[src/rtl/sdp_params.svh]
// timing counts, offsets, field positions and reset values of the synthesizer
`ifndef SDP_PARAMS_SVH
`define SDP_PARAMS_SVH

`define SDP_CLK_PERIOD_NS 10
`define SDP_PULSE_NS 50
`define SDP_PULSE_CYC ((`SDP_PULSE_NS + `SDP_CLK_PERIOD_NS - 1) / `SDP_CLK_PERIOD_NS)

`define SDP_REF_WIDTH 15
`define SDP_FB_WIDTH 16

`define SDP_OFF_CONFIG 8'h00
`define SDP_OFF_REF_DIV 8'h04
`define SDP_OFF_FB_DIV 8'h08
`define SDP_OFF_STATUS 8'h0C
`define SDP_OFF_REF_CNT 8'h10
`define SDP_OFF_FB_CNT 8'h14
`define SDP_OFF_SHIFT 8'h18

`define SDP_CFG_INVERT 7
`define SDP_CFG_SELECT 6
`define SDP_CFG_REFSEL_HI 4
`define SDP_CFG_REFSEL_LO 2
`define SDP_CFG_FB_EN 1
`define SDP_CFG_REF_EN 0

`define SDP_CFG_RESET 8'h10
`define SDP_REF_DIV_RESET 15'h0005
`define SDP_FB_DIV_RESET 16'h0028

`define SDP_SHIFT_LEN 17

`endif

[src/rtl/sdp_pkg.sv]
// types shared by the divider and phase detector design
package sdp_pkg;

	typedef enum logic [2:0] {
		SDP_REF_LOW,
		SDP_REF_DIV1,
		SDP_REF_DIV2,
		SDP_REF_DIV4,
		SDP_REF_DIV8,
		SDP_REF_DIV16,
		SDP_REF_DIV8B,
		SDP_REF_DIV16B
	} sdp_refsel_e;

	typedef enum logic [1:0] {
		SDP_PD_IDLE,
		SDP_PD_REF_LEAD,
		SDP_PD_FB_LEAD
	} sdp_pd_e;

	typedef struct packed {
		logic valid;
		logic write;
		logic [7:0] addr;
	} sdp_addr_phase_s;

	typedef struct packed {
		logic invert;
		logic select;
		logic spare;
		sdp_refsel_e refsel;
		logic fb_en;
		logic ref_en;
	} sdp_config_s;

endpackage : sdp_pkg

[src/rtl/sdp_pin_sync.sv]
// three-stage pin synchroniser with edge events
`timescale 1ns/1ns
`default_nettype none

module sdp_pin_sync
(
	input wire logic mclk,
	input wire logic rst,
	input wire logic pin,
	output logic level,
	output logic rise,
	output logic fall
);

	logic s1;
	logic s2;
	logic s3;

	always_ff @(posedge mclk or posedge rst)
	begin
		if (rst)
		begin
			s1 <= 1'b0;
			s2 <= 1'b0;
			s3 <= 1'b0;
		end
		else
		begin
			s1 <= pin;
			s2 <= s1;
			s3 <= s2;
		end
	end

	assign level = s3;
	assign rise = s2 & ~s3;
	assign fall = ~s2 & s3;

endmodule : sdp_pin_sync

`default_nettype wire

[src/rtl/sdp_divider.sv]
// programmable down counter with reload and stretched divided pulse
`timescale 1ns/1ns
`default_nettype none

module sdp_divider
#(
	parameter int WIDTH = 16,
	parameter int PULSE_CYC = 5
)
(
	input wire logic mclk,
	input wire logic rst,
	input wire logic tick,
	input wire logic jam,
	input wire logic [WIDTH-1:0] ratio,
	output logic [WIDTH-1:0] count,
	output logic event_out,
	output logic pulse
);

	localparam logic [WIDTH-1:0] ONE = WIDTH'(1);
	localparam logic [7:0] PW = 8'(PULSE_CYC);

	logic [7:0] pw_cnt;
	wire terminal = tick & (count <= ONE);

	// each edge outside a jam cycle takes exactly one count, reload at terminal
	always_ff @(posedge mclk or posedge rst)
	begin
		if (rst)
			count <= ONE;
		else if (jam)
			count <= ratio;
		else if (terminal)
			count <= ratio;
		else if (tick)
			count <= count - ONE;
	end

	assign event_out = terminal & ~jam;

	always_ff @(posedge mclk or posedge rst)
	begin
		if (rst)
			pw_cnt <= 8'h00;
		// a pulse already begun stands its full width across a jam
		else if (event_out)
			pw_cnt <= PW;
		else if (pw_cnt != 8'h00)
			pw_cnt <= pw_cnt - 8'h01;
	end

	assign pulse = (pw_cnt != 8'h00);

endmodule : sdp_divider

`default_nettype wire

[src/rtl/sdp_synth_core.sv]
// divider, reference output and phase detector core with AHB-Lite registers
`timescale 1ns/1ns
`default_nettype none
`include "sdp_params.svh"

// What this block does
// RL1 - serial output shifts next bit on falling clock
// RL2 - reference edge decrements reference counter once
// RL3 - VCO edge decrements feedback counter once
// RL4 - counters static, any slow edge rate works
// RL5 - reference output starts at divide by eight
// RL6 - config enables, disables or scales reference output
// RL7 - controller avoids divide-by-one above 10 MHz
// RL8 - 15-stage reference counter, pulse low until enabled
// RL9 - reference ratio equals value, one passes through
// RL10 - 16-stage feedback counter, pulse low until enabled
// RL11 - feedback ratio equals programmed value
// RL12 - divided pulses rest low, pulse high once
// RL13 - controller keeps divided pulses under 2 MHz
// RL14 - error polarity follows lead, invert swaps it
// RL15 - matched edges leave error output undriven
// RL16 - no dead zone, width tracks difference
// RL17 - error output enable, invert or disable
// RL18 - three-bit select picks reference output rate
// RL19 - separate enables gate both divided pulses
// RL20 - select bit enables single-ended error output
// RL21 - feedback write jam-loads both counters together
// RL22 - reload at terminal, one pulse each cycle
// RL23 - earlier edge drives error until later edge
module sdp_synth_core
#(
	parameter int REF_WIDTH = `SDP_REF_WIDTH,
	parameter int FB_WIDTH = `SDP_FB_WIDTH,
	parameter int PULSE_CYC = `SDP_PULSE_CYC
)
(
	input wire logic mclk,
	input wire logic rst,
	input wire logic hsel,
	input wire logic [31:0] haddr,
	input wire logic [1:0] htrans,
	input wire logic hwrite,
	input wire logic [2:0] hsize,
	input wire logic [31:0] hwdata,
	input wire logic hready,
	output logic hreadyout,
	output logic hresp,
	output logic [31:0] hrdata,
	input wire logic ref_osc_input,
	input wire logic vco_input,
	input wire logic ser_clk,
	input wire logic ser_din,
	input wire logic ser_enable_n,
	output logic ser_dout_o,
	output logic ser_dout_oe_n,
	output logic ref_clock_output,
	output logic ref_divided_pulse,
	output logic feedback_divided_pulse,
	output logic phase_error_output_o,
	output logic phase_error_output_oe_n
);

	// ---------------- pin synchronisers ----------------
	localparam int NPIN = 5;
	logic [NPIN-1:0] pin_raw;
	logic [NPIN-1:0] pin_lvl;
	logic [NPIN-1:0] pin_rise;
	logic [NPIN-1:0] pin_fall;

	// enable goes in inverted so a cleared synchroniser reads idle high
	assign pin_raw = {~ser_enable_n, ser_din, ser_clk, vco_input,
		ref_osc_input};

	genvar gi;
	generate
		for (gi = 0; gi < NPIN; gi++)
		begin : g_sync
			sdp_pin_sync u_sync
			(
				.mclk(mclk),
				.rst(rst),
				.pin(pin_raw[gi]),
				.level(pin_lvl[gi]),
				.rise(pin_rise[gi]),
				.fall(pin_fall[gi])
			);
		end
	endgenerate

	wire ref_lvl = pin_lvl[0];
	wire ref_tick = pin_rise[0];
	wire vco_tick = pin_rise[1];
	wire sclk_rise = pin_rise[2];
	wire sclk_fall = pin_fall[2];
	wire sdin_lvl = pin_lvl[3];
	wire senb_n = ~pin_lvl[4];

	// ---------------- AHB-Lite slave ----------------
	sdp_pkg::sdp_addr_phase_s aph;
	sdp_pkg::sdp_config_s cfg;
	logic [REF_WIDTH-1:0] ref_ratio;
	logic [FB_WIDTH-1:0] fb_ratio;
	logic [REF_WIDTH-1:0] ref_count;
	logic [FB_WIDTH-1:0] fb_count;
	logic [`SDP_SHIFT_LEN-1:0] shift_reg;
	sdp_pkg::sdp_pd_e pd_state;

	wire addr_take = hsel & htrans[1] & hready;
	wire wr_cycle = aph.valid & aph.write;
	wire wr_config = wr_cycle & (aph.addr == `SDP_OFF_CONFIG);
	wire wr_ref = wr_cycle & (aph.addr == `SDP_OFF_REF_DIV);
	wire wr_fb = wr_cycle & (aph.addr == `SDP_OFF_FB_DIV);
	wire jam = wr_fb;

	// zero wait states, errors never raised
	assign hreadyout = 1'b1;
	assign hresp = 1'b0;

	always_ff @(posedge mclk or posedge rst)
	begin
		if (rst)
			aph <= '0;
		else if (hready)
		begin
			aph.valid <= addr_take;
			aph.write <= hwrite;
			aph.addr <= {haddr[7:2], 2'b00};
		end
	end

	function automatic logic [31:0] read_mux(input logic [7:0] a,
		input logic [31:0] cfg_w, input logic [31:0] ref_w,
		input logic [31:0] fb_w, input logic [31:0] st_w,
		input logic [31:0] rc_w, input logic [31:0] fc_w,
		input logic [31:0] sh_w);
		logic [31:0] r;
		r = 32'h0000_0000;
		case (a)
			`SDP_OFF_CONFIG: r = cfg_w;
			`SDP_OFF_REF_DIV: r = ref_w;
			`SDP_OFF_FB_DIV: r = fb_w;
			`SDP_OFF_STATUS: r = st_w;
			`SDP_OFF_REF_CNT: r = rc_w;
			`SDP_OFF_FB_CNT: r = fc_w;
			`SDP_OFF_SHIFT: r = sh_w;
			default: r = 32'h0000_0000;
		endcase
		return r;
	endfunction : read_mux

	wire [31:0] status_word = {24'h00_0000, 1'b0, ser_dout_oe_n,
		phase_error_output_oe_n, phase_error_output_o,
		feedback_divided_pulse, ref_divided_pulse, ref_clock_output,
		senb_n};
	wire [31:0] rd_word = read_mux({haddr[7:2], 2'b00},
		{24'h00_0000, cfg},
		{{(32 - REF_WIDTH){1'b0}}, ref_ratio},
		{{(32 - FB_WIDTH){1'b0}}, fb_ratio},
		status_word,
		{{(32 - REF_WIDTH){1'b0}}, ref_count},
		{{(32 - FB_WIDTH){1'b0}}, fb_count},
		{{(32 - `SDP_SHIFT_LEN){1'b0}}, shift_reg});

	// read data registered in the address phase for a zero-wait reply
	always_ff @(posedge mclk or posedge rst)
	begin
		if (rst)
			hrdata <= 32'h0000_0000;
		else if (addr_take & ~hwrite)
			hrdata <= rd_word;
	end

	always_ff @(posedge mclk or posedge rst)
	begin
		if (rst)
			cfg <= sdp_pkg::sdp_config_s'(`SDP_CFG_RESET); // see RL5 see RL19
		else if (wr_config)
			cfg <= sdp_pkg::sdp_config_s'(hwdata[7:0]); // see RL6 see RL17
	end

	always_ff @(posedge mclk or posedge rst)
	begin
		if (rst)
			ref_ratio <= REF_WIDTH'(`SDP_REF_DIV_RESET);
		else if (wr_ref)
			ref_ratio <= hwdata[REF_WIDTH-1:0]; // see RL9
	end

	always_ff @(posedge mclk or posedge rst)
	begin
		if (rst)
			fb_ratio <= FB_WIDTH'(`SDP_FB_DIV_RESET);
		else if (wr_fb)
			fb_ratio <= hwdata[FB_WIDTH-1:0]; // see RL11
	end

	// ---------------- counters ----------------
	logic ref_event;
	logic fb_event;
	logic ref_pulse_raw;
	logic fb_pulse_raw;

	// jam takes the new feedback value straight off the bus
	wire [FB_WIDTH-1:0] fb_load = wr_fb ? hwdata[FB_WIDTH-1:0] : fb_ratio;

	// counters run off synchronised edges only, so no minimum rate
	sdp_divider #(.WIDTH(REF_WIDTH), .PULSE_CYC(PULSE_CYC)) u_ref_div
	(
		.mclk(mclk),
		.rst(rst),
		.tick(ref_tick), // see RL2 see RL4
		.jam(jam), // see RL21
		.ratio(ref_ratio), // see RL9 see RL22
		.count(ref_count),
		.event_out(ref_event),
		.pulse(ref_pulse_raw)
	);

	sdp_divider #(.WIDTH(FB_WIDTH), .PULSE_CYC(PULSE_CYC)) u_fb_div
	(
		.mclk(mclk),
		.rst(rst),
		.tick(vco_tick), // see RL3 see RL4
		.jam(jam), // see RL21
		.ratio(fb_load), // see RL11 see RL22
		.count(fb_count),
		.event_out(fb_event),
		.pulse(fb_pulse_raw)
	);

	// outputs rest low, gated by their enables
	always_ff @(posedge mclk or posedge rst)
	begin
		if (rst)
		begin
			ref_divided_pulse <= 1'b0;
			feedback_divided_pulse <= 1'b0;
		end
		else
		begin
			ref_divided_pulse <= ref_pulse_raw & cfg.ref_en; // see RL8 see RL12
			feedback_divided_pulse <= fb_pulse_raw & cfg.fb_en; // see RL10 see RL19
		end
	end

	// ---------------- reference clock output ----------------
	logic [3:0] prescale;

	always_ff @(posedge mclk or posedge rst)
	begin
		if (rst)
			prescale <= 4'h0;
		else if (ref_tick)
			prescale <= prescale + 4'h1;
	end

	logic ref_out_sel;
	always_comb
	begin
		case (cfg.refsel) // see RL18
			sdp_pkg::SDP_REF_LOW: ref_out_sel = 1'b0;
			sdp_pkg::SDP_REF_DIV1: ref_out_sel = ref_lvl; // see RL7
			sdp_pkg::SDP_REF_DIV2: ref_out_sel = prescale[0];
			sdp_pkg::SDP_REF_DIV4: ref_out_sel = prescale[1];
			sdp_pkg::SDP_REF_DIV8: ref_out_sel = prescale[2];
			sdp_pkg::SDP_REF_DIV16: ref_out_sel = prescale[3];
			sdp_pkg::SDP_REF_DIV8B: ref_out_sel = prescale[2];
			sdp_pkg::SDP_REF_DIV16B: ref_out_sel = prescale[3];
			default: ref_out_sel = 1'b0;
		endcase
	end

	always_ff @(posedge mclk or posedge rst)
	begin
		if (rst)
			ref_clock_output <= 1'b0;
		else
			ref_clock_output <= ref_out_sel; // see RL6
	end

	// ---------------- phase detector ----------------
	// state per mclk cycle, so even a one-cycle lead gives a pulse
	sdp_pkg::sdp_pd_e next_pd_state;

	always_comb
	begin
		next_pd_state = pd_state;
		case (pd_state) // see RL23
			sdp_pkg::SDP_PD_IDLE:
				if (ref_event & ~fb_event)
					next_pd_state = sdp_pkg::SDP_PD_REF_LEAD;
				else if (fb_event & ~ref_event)
					next_pd_state = sdp_pkg::SDP_PD_FB_LEAD;
			sdp_pkg::SDP_PD_REF_LEAD:
				if (fb_event & ~ref_event)
					next_pd_state = sdp_pkg::SDP_PD_IDLE;
			sdp_pkg::SDP_PD_FB_LEAD:
				if (ref_event & ~fb_event)
					next_pd_state = sdp_pkg::SDP_PD_IDLE;
			default: next_pd_state = sdp_pkg::SDP_PD_IDLE;
		endcase
	end

	always_ff @(posedge mclk or posedge rst)
	begin
		if (rst)
			pd_state <= sdp_pkg::SDP_PD_IDLE;
		else if (jam)
			pd_state <= sdp_pkg::SDP_PD_IDLE; // see RL21
		else
			pd_state <= next_pd_state; // see RL16
	end

	// feedback leading drives low, lagging drives high, invert swaps
	wire pd_drive = (pd_state != sdp_pkg::SDP_PD_IDLE) & cfg.select; // see RL15 see RL20
	wire pd_level = (pd_state == sdp_pkg::SDP_PD_REF_LEAD) ^ cfg.invert; // see RL14

	always_ff @(posedge mclk or posedge rst)
	begin
		if (rst)
		begin
			phase_error_output_o <= 1'b0;
			phase_error_output_oe_n <= 1'b1;
		end
		else
		begin
			phase_error_output_o <= pd_level;
			phase_error_output_oe_n <= ~pd_drive; // see RL17
		end
	end

	// ---------------- serial shift register ----------------
	always_ff @(posedge mclk or posedge rst)
	begin
		if (rst)
			shift_reg <= '0;
		else if (~senb_n & sclk_rise)
			shift_reg <= {shift_reg[`SDP_SHIFT_LEN-2:0], sdin_lvl};
	end

	// dout changes on falling serial clock, undriven while disabled
	always_ff @(posedge mclk or posedge rst)
	begin
		if (rst)
		begin
			ser_dout_o <= 1'b0;
			ser_dout_oe_n <= 1'b1;
		end
		else
		begin
			ser_dout_oe_n <= senb_n;
			if (~senb_n & sclk_fall)
				ser_dout_o <= shift_reg[`SDP_SHIFT_LEN-1]; // see RL1
		end
	end

endmodule : sdp_synth_core

`default_nettype wire

[config.mk]
export PLATFORM = sky130hd
export DESIGN_NAME = sdp_synth_core
export DESIGN_NICKNAME = d
export VERILOG_FILES = /design/src/rtl/sdp_pkg.sv /design/src/rtl/sdp_pin_sync.sv /design/src/rtl/sdp_divider.sv /design/src/rtl/sdp_synth_core.sv
export VERILOG_INCLUDE_DIRS = /design/src /design/src/rtl
export SDC_FILE = /design/constraint.sdc
export NUM_CORES = 1
export LEC_CHECK = 0
export BUFFER_PORTS_ARGS = -buffer_cell sky130_fd_sc_hd__buf_4
export CAP_MARGIN = 10
export CORE_ASPECT_RATIO = 0.5
export CORE_MARGIN = 4
export CORE_UTILIZATION = 44
export CTS_CLUSTER_DIAMETER = 200
export DETAILED_ROUTE_END_ITERATION = 10
export GPL_ROUTABILITY_DRIVEN = 1
export PLACE_DENSITY = 0.73
export SYNTH_ARGS = -nofsm -noshare
export SYNTH_HDL_FRONTEND = slang
export SYNTH_SLANG_ARGS = --single-unit
export TNS_END_PERCENT = 1
[constraint.sdc]
create_clock -name mclk -period 4.4 [get_ports mclk]
set_input_delay 0.44 -clock mclk [delete_from_list [all_inputs] [get_ports mclk]]
set_output_delay 0.44 -clock mclk [all_outputs]
set_load 0.02 [all_outputs]
==> summary.md <==
| Metric | Value |
|---|---|
| Status | `finished, final reports clean` |
| Post-CTS Hold Buffers | `0` |
| Clock sinks | `156` |
| Overall Global Routing Usage | `20.88%` |
| Max_cap viols | `0` |
| Critical Path Start | `u_fb_div.count[8]` |
| Drt total wl | `21390 um` |
| Buffers on Ports | `56` |
| Cell variety after synth | `78` |
| CP Cell Sequence | `or4_1 -> nor3_4 -> nand3_4 -> nor2_1 -> a211oi_1` |
| Share of cells above drive strength 1 | `21.92%` |
| Slew Limit Fails | `0` |
| Width of the die | `199.9 um` |
| WL per Instance | `20.01 um` |
| Peak VDD IR | `0.2898 mV` |
| RR Startpoint | `u_fb_div.count[8]` |
| Crit end category | `flip-flop` |
| GR Overflow Total | `0` |
| Post-synth EDFFs | `0` |
| Register area | `3915 sq um` |
| HPWL Detailed | `15280 um` |
| Fin crit share | `59.06%` |
| Top_reg_cell synth | `dfrtp_1` |
| DR vias/cell | `6.011` |
| Hold Fails Final Rpt | `0` |
| Slew headroom | `31.62%` |
| CTS tree | `yes` |
| Leading cell type in the layout, fill and taps excluded | `dfrtp_1` |
| Die H | `103.9 um` |
| Row count | `34` |
| Async SR Flop Fraction | `100.0%` |
| Worst flop-to-flop path endpoint | `u_fb_div.pw_cnt[1]` |
| Initial antenna violation count | `0` |
| Antenna Nets Post-Route | `0` |
| Clk_skew | `0.009852 ns` |
| Final Critical Period | `2.599 ns` |
| Min-Delay Path Depth | `1` |
| Startpoint Class | `flip-flop` |
| Yosys warning count | `0` |
| # resized after CTS | `0` |
| Largest net degree at the start of global routing | `66` |
| Pwr/cell area | `460.5 nW/um^2` |
| Filler cell count | `1520` |
| Setup TNS | `0 ns` |
| Root Buffer | `clkbuf_16` |
| Post-route DRC | `0` |
| Cells after synthesis | `786` |
| Layout Nets | `910` |
| Most frequent cells in the layout | `147 x dfrtp_1, 99 x nand2_1, 64 x buf_4, 56 x mux2_2, 45 x nor2_1` |
| Leak pwr | `3.997 nW` |
| Core region area | `17700 sq um` |
| Worst Hold Class | `in2reg` |
| Register area share after synthesis | `48.34%` |
| Drt first pass iters | `6` |
| Cell area after synthesis | `8099 sq um` |
| Ports | `120` |
| Required @ worst endpoint | `4.68 ns` |
| CP Max Fanout | `13` |
| Setup violators final | `0` |
| Dpl ws | `1.830 ns` |
| Final Wtd Congestion | `0.9091` |
| H-tree depth | `4` |
| Worst-margin pin slew | `1.024 ns` |
| Critical path data arrival time | `2.88 ns` |
| Via count | `6426` |
| Multi-input gate area | `3821 sq um` |
| Fmax | `384.8 MHz` |
| Die area | `20770 sq um` |
| RSZ-0062 raised after global routing | `no` |
| Critical path's slowest cell | `or4_1` |
| Hold endpoint | `g_sync[0].u_sync.s1` |
| Synth Register Bits | `156` |
| Setup bufs post-CTS | `0` |
| Iter 0 DRT Violations | `829` |
| Critical Path Max Stage Delay | `0.74 ns` |
| CP Class | `reg2reg` |
| Mean Syn Cell Area | `10.30 sq um` |
| Number of global-route vias before repair | `6095` |
| Clock Latency Late Sink | `0.42 ns` |
| Reg2Reg Depth | `5` |
| ANT cells | `0` |
| Setup WS post-layout | `1.801 ns` |
| Clock transition at path regs | `0.06 ns` |
| Worst hold start | `ref_osc_input` |
| Initial Utilization | `45.76%` |
| Syn-to-layout area delta | `13.87%` |
| Max clock buf depth | `2` |
| First-pass GRT wire length | `34240 um` |
| R2R Setup Slk | `1.80 ns` |
| CTS buffer count | `17` |
[through the flow]
step | cells | hold WS [ns] | area (sq um) | utilization (%) | power, W
2_1_floorplan | 801 | 0.3312 | 8159 | - | 0.002506
3_3_place_gp | 1037 | 0.3346 | 8636 | 48.80 | 0.002738
3_5_place_dp | 1037 | 0.3355 | 8636 | 48.80 | 0.002781
4_1_cts | 1069 | 0.1177 | 9223 | 52.11 | 0.004252
5_1_grt | 1069 | 0.1133 | 9223 | 52.11 | 0.004455
6_report | 1069 | 0.1263 | 9223 | 52.11 | 0.004247
[how the worst max path moves through the flow]
stage / to / slack [ns]
2_1_floorplan: aph[2] / 1.99
3_3_place_gp: u_fb_div.pw_cnt[1] / 1.88
3_5_place_dp: u_fb_div.pw_cnt[1] / 1.83
4_1_cts: u_fb_div.pw_cnt[1] / 1.83
5_1_grt: u_fb_div.pw_cnt[1] / 1.63
6_report: u_fb_div.pw_cnt[1] / 1.80
[logic make-up (layout without fill, tap and decap cells)]
family	count (synthesis)	count (layout)	synth area share (%)
other cells	2	17	0.09273
fa+ha+maj	9	9	1.390
simple gates	270	270	17.29
xor+xnor	18	18	1.947
compound gates	168	168	14.77
flops	156	156	48.34
mux	77	77	11.00
buf+inv	86	120	5.175
[final cells by class]
class,instances,share of cell area (%)
clock inverters,12,1.519
clock buffers,20,4.843
multi-input cells,559,41.43
flip-flops and latches,156,42.45
repair buffers,66,5.644
inverters,22,0.9361
well taps,234,3.175
[synth_stat cells (all sizes together) (3+ instances only)]
library cell	count	area share, %
mux4	4	1.1
or3	8	0.62
a31oi	8	0.62
a21o	3	0.28
nor3	26	1.9
o211ai	9	0.83
a311oi	3	0.32
dfrtp	147	45
o21ai	38	2.3
o311ai	5	0.76
a221oi	6	0.65
nor2b	10	0.77
nor2	45	2.1
ha	9	1.4
a22oi	10	0.93
mux2i	17	2.1
o221ai	4	0.43
o2111ai	3	0.40
nand2	99	4.6
inv	22	1.0
nor3b	3	0.28
and3	4	0.31
mux2	56	7.8
nand4	7	0.54
o41ai	6	0.65
clkbuf	37	1.7
or4	8	0.74
dfstp	9	2.9
nand2b	10	0.87
buf	27	2.4
nor4	10	1.2
nand3	20	1.4
nand4b	3	0.32
and2	6	0.46
a2bb2oi	3	0.32
a21oi	26	1.7
a211oi	9	0.83
xor2	7	0.76
a22o	14	1.5
xnor2	11	1.2
[power breakdown]
part	switching [W]	leakage [nW]	internal [W]
Clock	0.000603	0.282	0.000858
Combinational	0.000408	1.85	0.000367
Sequential	0.000329	1.87	0.00168
Total	0.00134	4.00	0.00291
[per-layer routing]
layer / global-route usage, % / part of all wire (%)
met2: 31.22 / 46
met1: 30.64 / 43
met4: 4.845 / 1.2
met5: 0 / 0
met3: 5.307 / 10
[critical path: cells and delay by family (launching register included)]
kind	cells	cell delay (ns)
compound gates	1	0.09
flops	1	0.49
simple gates	4	1.86
Note: power is estimated with default switching activity, not from simulation.
